--- config.mk ---
export PLATFORM = sky130hd
export DESIGN_NAME = rci_insert_buf
export DESIGN_NICKNAME = d
export VERILOG_FILES = /design/src/design/rci_pkg.sv /design/src/design/rci_insert_buf.sv
export SDC_FILE = /design/constraint.sdc
export NUM_CORES = 1
export LEC_CHECK = 0
export ABC_AREA = 1
export BUFFER_PORTS_ARGS = -buffer_cell sky130_fd_sc_hd__buf_2
export CORE_MARGIN = 5
export CORE_UTILIZATION = 58
export DETAILED_ROUTE_END_ITERATION = 16
export PLACE_DENSITY = 0.75
export SLEW_MARGIN = 0
export SYNTH_ARGS = -nofsm -noshare
export SYNTH_HDL_FRONTEND = slang
export SYNTH_SLANG_ARGS = --single-unit
--- constraint.sdc ---
create_clock -name ref_clk -period 8.3 [get_ports ref_clk]
set_input_delay 1.66 -clock ref_clk [delete_from_list [all_inputs] [get_ports ref_clk]]
set_output_delay 1.66 -clock ref_clk [all_outputs]
set_load 0.1 [all_outputs]
--- src/design/rci_pkg.sv ---
package rci_pkg;

    // ****************************************
    // Register offsets on the 8-bit port
    // ****************************************
    localparam logic [7:0] RCI_IRQ_STATUS_OFS = 8'h0b;
    localparam logic [7:0] RCI_IRQ_ENABLE_OFS = 8'h0f;
    localparam logic [7:0] RCI_MEM_CTRL_OFS = 8'h13;
    localparam logic [7:0] RCI_DATA_B3_OFS = 8'h14;
    localparam logic [7:0] RCI_DATA_B0_OFS = 8'h17;

    // ****************************************
    // Field positions
    // ****************************************
    localparam int RCI_CTL_SOC_BIT = 0;
    localparam int RCI_CTL_ROOM_BIT = 1;
    localparam int RCI_CTL_FLUSH_N_BIT = 2;
    localparam int RCI_CTL_EXT_CLAV_BIT = 3;
    localparam int RCI_CTL_EXT_RST_N_BIT = 4;
    localparam int RCI_IRQ_INS_OVF_BIT = 2;
    localparam int RCI_IRQ_INS_CELL_BIT = 4;
    localparam logic [7:0] RCI_IRQ_USED_MASK = 8'h3f;

    // ****************************************
    // Reset values and cell geometry
    // ****************************************
    localparam logic [7:0] RCI_MEM_CTRL_RST = 8'h17;
    localparam logic [7:0] RCI_IRQ_ENABLE_RST = 8'h00;
    localparam logic [7:0] RCI_IRQ_STATUS_RST = 8'h00;
    localparam int RCI_CELL_BYTES = 56;
    localparam int RCI_WORD_BYTES = 4;
    localparam int RCI_CELL_WORDS = RCI_CELL_BYTES / RCI_WORD_BYTES;

    typedef logic [7:0] rci_byte_type;

endpackage

--- src/design/rci_insert_buf.sv ---
// Function
// - Writing 0 then 1 to control bit 2 flushes all buffered cell data.
// - Control bit 1 reads 1 when a whole further cell fits, else 0.
// - With enable bit 4 set, each cell leaving the buffer raises an interrupt.
// - An enabled cell-leaving event drives the active-low interrupt output low.
// - Each cell leaving the buffer sets status bit 4.
// - With control bit 0 set, the next committed word starts a new cell.
// - Cells are 14 words, each written as four bytes, MSB first.
// - Each complete cell not discarded by a flush is forwarded to the receive cell queue.
// - Reads of the byte-lane data registers return extraction buffer data.
`timescale 1ns/1ps
`default_nettype none

module rci_insert_buf
    import rci_pkg::*;
#(
    parameter int CELLS = 2
) (
    input wire logic ref_clk,
    input wire logic rst,
    input wire logic [7:0] up_addr,
    input wire logic up_wr,
    input wire logic up_rd,
    input wire logic [7:0] up_wdata,
    output logic [7:0] up_rdata_ff,
    output logic irq_n_ff,
    input wire logic [31:0] extract_word,
    output logic [31:0] cell_word_ff,
    output logic cell_valid_ff,
    output logic cell_soc_ff,
    output logic cell_eoc_ff,
    input wire logic cell_ready
);

    localparam int MEM_WORDS = CELLS * RCI_CELL_WORDS;
    localparam int AW = $clog2(MEM_WORDS);
    localparam int CW = $clog2(CELLS + 1);
    localparam int SW = (CELLS > 1) ? $clog2(CELLS) : 1;

    if (CELLS < 1 || CELLS > 64) begin : g_bad_cells
        $error("rci_insert_buf: CELLS must be 1..64");
    end

    // ****************************************
    // Register decode
    // ****************************************
    logic wr_ctrl, wr_en, rd_status, wr_data, commit;
    logic [1:0] lane;
    assign wr_ctrl = up_wr && (up_addr == RCI_MEM_CTRL_OFS);
    assign wr_en = up_wr && (up_addr == RCI_IRQ_ENABLE_OFS);
    assign rd_status = up_rd && (up_addr == RCI_IRQ_STATUS_OFS);
    assign wr_data = up_wr && (up_addr >= RCI_DATA_B3_OFS)
        && (up_addr <= RCI_DATA_B0_OFS);
    // Byte 3 sits at the lowest address, so the lane is the inverted offset
    assign lane = ~up_addr[1:0];
    assign commit = wr_data && (lane == 2'd0);

    logic soc_ff, flush_n_ff;
    logic [1:0] ext_ctl_ff;
    logic [7:0] irq_en_ff, irq_status_ff;

    always_ff @(posedge ref_clk) begin
        if (rst) begin
            soc_ff <= RCI_MEM_CTRL_RST[RCI_CTL_SOC_BIT];
            flush_n_ff <= RCI_MEM_CTRL_RST[RCI_CTL_FLUSH_N_BIT];
            ext_ctl_ff <= RCI_MEM_CTRL_RST[RCI_CTL_EXT_RST_N_BIT:
                RCI_CTL_EXT_CLAV_BIT];
        end else if (wr_ctrl) begin
            soc_ff <= up_wdata[RCI_CTL_SOC_BIT];
            flush_n_ff <= up_wdata[RCI_CTL_FLUSH_N_BIT];
            ext_ctl_ff <= up_wdata[RCI_CTL_EXT_RST_N_BIT:
                RCI_CTL_EXT_CLAV_BIT];
        end
    end

    always_ff @(posedge ref_clk) begin
        if (rst) begin
            irq_en_ff <= RCI_IRQ_ENABLE_RST;
        end else if (wr_en) begin
            irq_en_ff <= up_wdata & RCI_IRQ_USED_MASK;
        end
    end

    // ****************************************
    // Word assembly, MSB byte first
    // ****************************************
    // Lane 0 commits straight from the bus, so it needs no register
    logic [7:0] asm_ff [1:RCI_WORD_BYTES-1];
    for (genvar b = 1; b < RCI_WORD_BYTES; b++) begin : g_lane
        always_ff @(posedge ref_clk) begin
            if (rst) begin
                asm_ff[b] <= 8'h00;
            end else if (wr_data && lane == 2'(b)) begin
                asm_ff[b] <= up_wdata;
            end
        end
    end

    // ****************************************
    // Cell store
    // ****************************************
    logic [31:0] mem [MEM_WORDS];
    logic [CW-1:0] cells_ff;
    logic [SW-1:0] wr_cell_ff, rd_cell_ff;
    logic [3:0] wr_word_ff, rd_word_ff, idx;
    logic room, wr_ok, wr_last, load, rd_last, ins_event;
    logic [AW-1:0] wr_addr, rd_addr;

    // Cells still being loaded do not count, so room reflects a free slot
    assign room = cells_ff < CW'(CELLS);
    assign idx = soc_ff ? 4'd0 : wr_word_ff;
    assign wr_ok = commit && room && flush_n_ff;
    assign wr_last = wr_ok && (idx == 4'(RCI_CELL_WORDS - 1));
    assign wr_addr = AW'(wr_cell_ff * RCI_CELL_WORDS + idx);
    assign rd_addr = AW'(rd_cell_ff * RCI_CELL_WORDS + rd_word_ff);
    assign load = flush_n_ff && (cells_ff != '0)
        && (!cell_valid_ff || cell_ready);
    assign rd_last = load && (rd_word_ff == 4'(RCI_CELL_WORDS - 1));
    assign ins_event = rd_last;

    always_ff @(posedge ref_clk) begin
        if (wr_ok) begin
            mem[wr_addr] <= {asm_ff[3], asm_ff[2], asm_ff[1], up_wdata};
        end
    end

    always_ff @(posedge ref_clk) begin
        if (rst || !flush_n_ff) begin
            wr_word_ff <= 4'd0;
            wr_cell_ff <= '0;
        end else if (wr_last) begin
            wr_word_ff <= 4'd0;
            wr_cell_ff <= (wr_cell_ff == SW'(CELLS - 1)) ? '0
                : SW'(wr_cell_ff + 1'b1);
        end else if (wr_ok) begin
            wr_word_ff <= 4'(idx + 4'd1);
        end
    end

    always_ff @(posedge ref_clk) begin
        if (rst || !flush_n_ff) begin
            rd_word_ff <= 4'd0;
            rd_cell_ff <= '0;
        end else if (rd_last) begin
            rd_word_ff <= 4'd0;
            rd_cell_ff <= (rd_cell_ff == SW'(CELLS - 1)) ? '0
                : SW'(rd_cell_ff + 1'b1);
        end else if (load) begin
            rd_word_ff <= 4'(rd_word_ff + 4'd1);
        end
    end

    always_ff @(posedge ref_clk) begin
        if (rst || !flush_n_ff) begin
            cells_ff <= '0;
        end else if (wr_last && !rd_last) begin
            cells_ff <= CW'(cells_ff + 1'b1);
        end else if (rd_last && !wr_last) begin
            cells_ff <= CW'(cells_ff - 1'b1);
        end
    end

    // ****************************************
    // Output toward the receive cell queue
    // ****************************************
    always_ff @(posedge ref_clk) begin
        if (rst || !flush_n_ff) begin
            cell_valid_ff <= 1'b0;
            cell_word_ff <= 32'h0000_0000;
            cell_soc_ff <= 1'b0;
            cell_eoc_ff <= 1'b0;
        end else if (load) begin
            cell_valid_ff <= 1'b1;
            cell_word_ff <= mem[rd_addr];
            cell_soc_ff <= (rd_word_ff == 4'd0);
            cell_eoc_ff <= rd_last;
        end else if (cell_ready) begin
            cell_valid_ff <= 1'b0;
        end
    end

    // ****************************************
    // Status and interrupt
    // ****************************************
    logic overflow;
    assign overflow = commit && flush_n_ff && !room;

    // A set in the same cycle as the clearing read wins
    always_ff @(posedge ref_clk) begin
        if (rst) begin
            irq_status_ff <= RCI_IRQ_STATUS_RST;
        end else begin
            irq_status_ff[RCI_IRQ_INS_CELL_BIT] <= ins_event
                || (irq_status_ff[RCI_IRQ_INS_CELL_BIT] && !rd_status);
            irq_status_ff[RCI_IRQ_INS_OVF_BIT] <= overflow
                || (irq_status_ff[RCI_IRQ_INS_OVF_BIT] && !rd_status);
        end
    end

    always_ff @(posedge ref_clk) begin
        if (rst) begin
            irq_n_ff <= 1'b1;
        end else begin
            irq_n_ff <= ~|(irq_status_ff & irq_en_ff);
        end
    end

    // ****************************************
    // Read data
    // ****************************************
    always_ff @(posedge ref_clk) begin
        if (rst) begin
            up_rdata_ff <= 8'h00;
        end else if (up_rd) begin
            unique case (up_addr)
                RCI_IRQ_STATUS_OFS: up_rdata_ff <= irq_status_ff;
                RCI_IRQ_ENABLE_OFS: up_rdata_ff <= irq_en_ff;
                RCI_MEM_CTRL_OFS: up_rdata_ff <= {3'b000, ext_ctl_ff,
                    flush_n_ff, room, soc_ff};
                RCI_DATA_B3_OFS, RCI_DATA_B3_OFS + 8'h01,
                RCI_DATA_B3_OFS + 8'h02, RCI_DATA_B0_OFS:
                    up_rdata_ff <= extract_word[8*lane +: 8];
                default: up_rdata_ff <= 8'h00;
            endcase
        end
    end
endmodule

`default_nettype wire

==> results of run 1 <==
==> registers in the layout (all words and copies together), names as in the netlist, 2 cells and up <==
register       flops
irq_status_ff      2
mem              896
irq_en_ff          6
up_rdata_ff        8
asm_ff            24
rd_word_ff         4
cell_word_ff      32
ext_ctl_ff         2
cells_ff           2
wr_word_ff         4
==> worst max-delay path: stages <==
cell	delay (ns)
buf_2	0.09
nor2_1	0.13
nand2_1	0.10
a21oi_1	0.13
nand2_1	0.06
nor2_1	0.58
nand3_1	0.49
inv_1	0.23
nand3_1	0.55
nor2_4	1.15
==> routing by layer <==
metal  global-route usage [%]  wire (µm)  vias up
met2                     45.3      50200     1583
met4                     10.2       3750        4
met3                     5.04      11500      244
met1                     38.1      39800    13268
li1                         -          -    12616
met5                        0         27        -
==> power by group through the flow <==
stage	Clock [mW]	Sequential, mW	Combinational, mW
after floorplan	0	5.60	0.0247
after global placement	0	5.59	0.123
after detailed placement	0	5.59	0.125
after CTS	4.29	5.49	0.126
after global routing	4.51	5.49	0.135
final	4.27	5.49	0.128
==> kinds of logic after synthesis <==
logic type,Yosys count
AOI/OAI and AO/OA,363
adders and majority gates,14
DFF,988
buffers and inverters,482
xor gates and xnor gates,4
and+or+nand+nor,1820
==> synthesized netlist by cell type (all sizes together) <==
cell type,count,area [µm²]
edfxtp,920,27600
nand2,920,3450
nand3,493,2470
nor2,387,1450
inv,275,1030
o21ai,211,1060
clkbuf,119,447
a21oi,101,505
buf,87,509
dfxtp,68,1360
o211ai,37,278
ha,12,150
nand4,12,75.1
a22oi,8,60.1
nor3,5,25.0
a31oi,4,25.0
fa,2,40.0
o22ai,2,12.5
or2,2,12.5
xnor2,2,17.5
xor2,2,17.5
clkinv,1,3.75
nor3b,1,7.51
==> worst max path at each step <==
stage / from / to / slack [ns] / cells after the start
final: up_addr[7] / mem[3][15] / 3.36 / 10
after global routing: up_addr[7] / mem[3][8] / 3.13 / 10
after CTS: up_addr[7] / mem[3][8] / 3.41 / 10
after detailed placement: up_addr[7] / mem[3][15] / 2.72 / 10
after global placement: up_addr[7] / mem[3][15] / 2.82 / 10
after floorplan: up_addr[7] / mem[11][0] / 3.87 / 9
==> per-stage QoR <==
stage / instances / worst slack, ns
finish: 4723 / 3.36
global route: 4722 / 3.13
global placement: 4547 / 2.82
CTS: 4722 / 3.41
detailed placement: 4547 / 2.72
floorplan: 3671 / 3.87
==> area by class of cell <==
cell class | instances | area (µm²)
Timing Repair Buffer | 142 | 826
Clock buffer | 131 | 2680
Inverter | 276 | 1050
Clock inverter | 44 | 393
Antenna cell | 1 | 2.50
Multi-Input combinational cell | 2201 | 9920
Sequential cell | 988 | 29000
Fill cell | 5124 | 24700
Tap cell | 940 | 1180
==> summary.txt, run 1 <==
Logic synthesis
  – Post-synthesis average cell area: 11.1 µm²
  – Register area share after synthesis: 71.3%
  – Simple-Gate Fraction of Synth Area: 18.4%
  – Post-Synthesis Cell Area: 0.0406 mm²
  – XOR/XNOR share of the synthesized area: 0.0862%
  – Synth Area in Compound Gates: 4.77%
  – Adder-Cell Fraction of Synth Area: 0.468%
  – Mapped Cells: approximately 3700
  – Largest family of logic cells by synthesized area: simple AND/OR/NAND/NOR gates
  – Synth Register Bits: between 900 and 1000
  – Synthesized Nets: 3738
  – Synth unique cells: 29
  – YS warnings: 0
  – Mux share of post-synthesis cell area: 0%

Finish
  – Nets: 3772
  – Layout cells sized above 1: approximately 8.4%
  – Area Growth Syn to Fin: 10.8%
  – Commonest non-fill, non-tap cells in the layout: 920 x nand2_1, 920 x edfxtp_1, 493 x nand3_1
  – Final Core Density: roughly 65%
  – Final instance area: ~0.045 mm²

Floorplanning
  – Die H: 275 µm
  – Area of the die: about 0.075 mm²
  – Initial Utilization: 58.2%
  – Core Area: 0.0698 mm²
  – IO Count: a little under 100
  – Chip width: 275 µm
  – FP Rows: 97

Timing
  – Worst Hold Margin: 0.463 ns
  – Fmax: around 200 MHz
  – Setup-failing EPs final: 0
  – Final hold viol count: 0
  – Slew @ Worst Pin: 1.25 ns
  – Max-slew violation count: 0
  – Slew HR: 16.3%
  – Final Cycle Share: between 50% and 60%
  – RSZ-0062 raised after global routing: false
  – Post-Route Setup TNS: 0 ns
  – Min Clock Period, post-route: 4.94 ns
  – Clock skew: 0.0279 ns

Routing
  – DRC Markers: 0
  – Routed vias: 27715
  – Drt wl/cell: 22.3 µm
  – Vias per cell: around 5.9
  – DRT Wirelength: 105000 µm
  – Initial drt markers: 3700
  – DRT Pass-1 Iters: 6
  – Remaining antenna violation count: 0

Setup path
  – Register-to-Register Path Depth: 10
  – CP startpoint kind: primary input
  – Kind of critical path: in2reg
  – Crit. End Element: flop
  – Reg-to-Reg End: cell_word_ff[7]
  – Largest fanout on the critical path: 32
  – WP data arrival: 5.20 ns
  – Reg2reg start: rd_word_ff[1]
  – Setup slack, reg-to-reg: 4.20 ns
  – Worst EP required: 8.56 ns

Global routing
  – GRT Total Usage: 27.8%
  – Initial antenna violation count: 3
  – Vias in the first global route: 26813
  – Largest net degree at the start of global routing: approximately 160
  – First-pass GRT wire length: 158000 µm
  – GRT Residual Overflow: 0

Clocking
  – Cts hold-fix bufs: 0
  – Post-CTS Setup Bufs: 0
  – Root buf cell: clkbuf_16
  – TritonCTS buffer count: between 90 and 100
  – CTS Buffer Depth: 3
  – Worst-path clk slew: 0.06 ns
  – Clock sinks: approximately 990
  – CTS tree: built
  – Clock Latency Late Sink: roughly 0.67 ns
  – H-tree depth: 3
  – Number of gates resized after cts: 0

Place
  – Cell Area, Placed: roughly 0.042 mm²
  – IO buf count: 96
  – DP HPWL: 58700 µm
  – Routability cong.: 0.865

Pwr
  – NetSw: 1.99 mW
  – P_leak: 17.0 nW
  – VDD IR-drop max: 0.158 mV
  – Seq pwr share: 55.5%
  – Comb pwr share: 1.3%
  – Power Density: 220 mW/mm²
  – Switching portion of total power: 20.2%
  – Final Power: a little under 10 mW
  – Clk pwr share: 43.2%
  – Cell-internal power: 7.90 mW

Hold path
  – Hold Crit Depth: 2
  – Hold Crit Class: reg2reg
  – WHS Endpoint: cell_eoc_ff
  – Hold wc startpoint: cell_eoc_ff

Run
  – Max-cap violation count: 0

Outcome
  – Status: complete, no violations
(Power assumes the default switching activity.)
==> run 2: changes to the inputs <==
clock period = 5 ns   (was 8.3 ns; I/O delays follow)
==> run 2 against run 1 <==
Net effect: clock-buffer cell count down 13; sequential cell count unchanged; first-iteration DRC count down 3.3%; worst setup slack worse by 2.1 ns; combinational power increased by 21%.
==> summary.txt, run 2 (synthesized netlist as in run 1, its figures left out) <==
Routing
  – Routed vias: 27642
  – DRC Markers: 0
  – Vias per cell: approximately 5.8
  – Initial drt markers: ~3600
  – DRT Pass-1 Iters: 6
  – Drt wl/cell: about 22 µm
  – DRT Wirelength: about 100000 µm
  – Remaining antenna violation count: 0

Hold path
  – Hold wc startpoint: irq_en_ff[0]
  – Hold Crit Depth: 2
  – Hold Crit Class: reg2reg
  – WHS Endpoint: irq_en_ff[0]

Global routing
  – Vias in the first global route: 27008
  – Largest net degree at the start of global routing: between 150 and 200
  – GRT Residual Overflow: 0
  – GRT Total Usage: 27.7%
  – First-pass GRT wire length: 159000 µm
  – Initial antenna violation count: 1

Timing
  – Min Clock Period, post-route: around 3.7 ns
  – Final hold viol count: 0
  – Slew @ Worst Pin: 1.33 ns
  – Final Cycle Share: 73.8%
  – Post-Route Setup TNS: 0 ns
  – Clock skew: 0.0270 ns
  – Max-slew violation count: 0
  – Setup-failing EPs final: 0
  – Fmax: around 270 MHz
  – Slew HR: 11.2%
  – RSZ-0062 raised after global routing: false

Setup path
  – Largest fanout on the critical path: 12
  – Crit. End Element: flop
  – WP depth: 12
  – Delay of the slowest critical-path stage: 0.81 ns
  – WP data arrival: roughly 4.0 ns
  – Setup slack, reg-to-reg: 1.45 ns
  – Kind of critical path: in2reg
  – Worst EP required: about 5.3 ns
  – Slowest CP cell: nor2_4
  – Critical Path Source: up_addr[7]
  – Reg2reg start: rd_cell_ff
  – Crit path cell chain: buf_2, nor2_1, nand2_1, a21oi_1, nand2_1, nor2_1, buf_4, nand3_1, inv_1, nand3_1, nor2_4, buf_4
  – Top delay family on crit path: simple AND/OR/NAND/NOR gates
  – Reg-to-Reg End: cell_word_ff[28]
  – Register-to-Register Path Depth: 9
  – CP startpoint kind: primary input
  – CP bufs+invs: 4

Finish
  – Area Growth Syn to Fin: 12.1%
  – Top reg by flops: mem
  – Top flop regs: mem (896), cell_word_ff (32), asm_ff (24)
  – # fillers: 5009
  – Layout cells sized above 1: 9.27%
  – Max reg flops: between 800 and 900
  – Commonest non-fill, non-tap cells in the layout: 920 x nand2_1, 920 x edfxtp_1, 493 x nand3_1
  – Final Core Density: 65.3%
  – Nets: 3794

Pwr
  – Power Density: 369 mW/mm²
  – VDD IR-drop max: 0.220 mV
  – P_leak: approximately 17 nW

Clocking
  – Number of gates resized after cts: 0
  – TritonCTS buffer count: 97
  – Cts hold-fix bufs: 0
  – Worst-path clk slew: 0.06 ns
  – CTS tree: built
  – Clock sinks: 988
  – CTS Buffer Depth: 3
  – Root buf cell: clkbuf_16
  – H-tree depth: 3
  – Clock Latency Late Sink: 0.67 ns
  – Post-CTS Setup Bufs: 0

Place
  – Routability cong.: 0.847
  – DP HPWL: 59000 µm
  – IO buf count: 96

Floorplanning
  – Initial Utilization: 58.2%
  – Core Area: roughly 0.070 mm²
  – Chip width: 275 µm
  – Area of the die: between 0.07 and 0.08 mm²
  – Die H: 275 µm
  – FP Rows: 97
  – IO Count: between 90 and 100

Run
  – Max-cap violation count: 0

Outcome
  – Status: complete, no violations
[run 2: metal layers]
layer,part of all wire (%),global-route usage (%)
met1,39,38.7
met2,48,44.7
met3,11,5.61
met4,2.6,8.62
met5,0,0
[run 2: report_power, final]
part | leakage, nW | internal, mW | switching (mW)
combinational | 6.82 | 0.0318 | 0.123
sequential | 8.83 | 9.05 | 0.102
clock | 1.61 | 4.39 | 3.09
[run 2: layout make-up]
type	count	area, µm²	share of cell area [%]
Sequential cell	988	29000	63.7
Multi-Input combinational cell	2201	9920	21.8
Clock buffer	118	2570	5.64
Tap cell	940	1180	2.58
Timing Repair Buffer	163	1120	2.46
Inverter	276	1050	2.31
Clock inverter	64	714	1.57
Antenna cell	1	2.50	0.00549
[run 2: through the flow]
stage | hold slack, ns | cells | area (µm²) | total power [mW] | setup slack, ns
2_1_floorplan | 0.430 | 3671 | 40600 | 9.34 | 1.23
4_1_cts | 0.463 | 4750 | 45500 | 16.8 | 1.37
5_1_grt | 0.492 | 4750 | 45500 | 17.2 | 1.15
6_report | 0.467 | 4751 | 45500 | 16.8 | 1.31
3_5_place_dp | 0.454 | 4568 | 42300 | 9.48 | 0.687
3_3_place_gp | 0.444 | 4568 | 42300 | 9.48 | 0.721
[run 2: tightest hold or removal path, stage by stage (launching register included)]
cell	delay [ns]
dfxtp_1	0.30
inv_1	0.06
a21oi_1	0.06
[run 2: worst max-delay path by stage]
stage | end | slack [ns]
detailed placement | mem[27][2] | 0.69
global route | mem[27][1] | 1.15
CTS | mem[27][0] | 1.37
finish | mem[27][0] | 1.31
floorplan | mem[11][0] | 1.23
global placement | mem[27][0] | 0.72
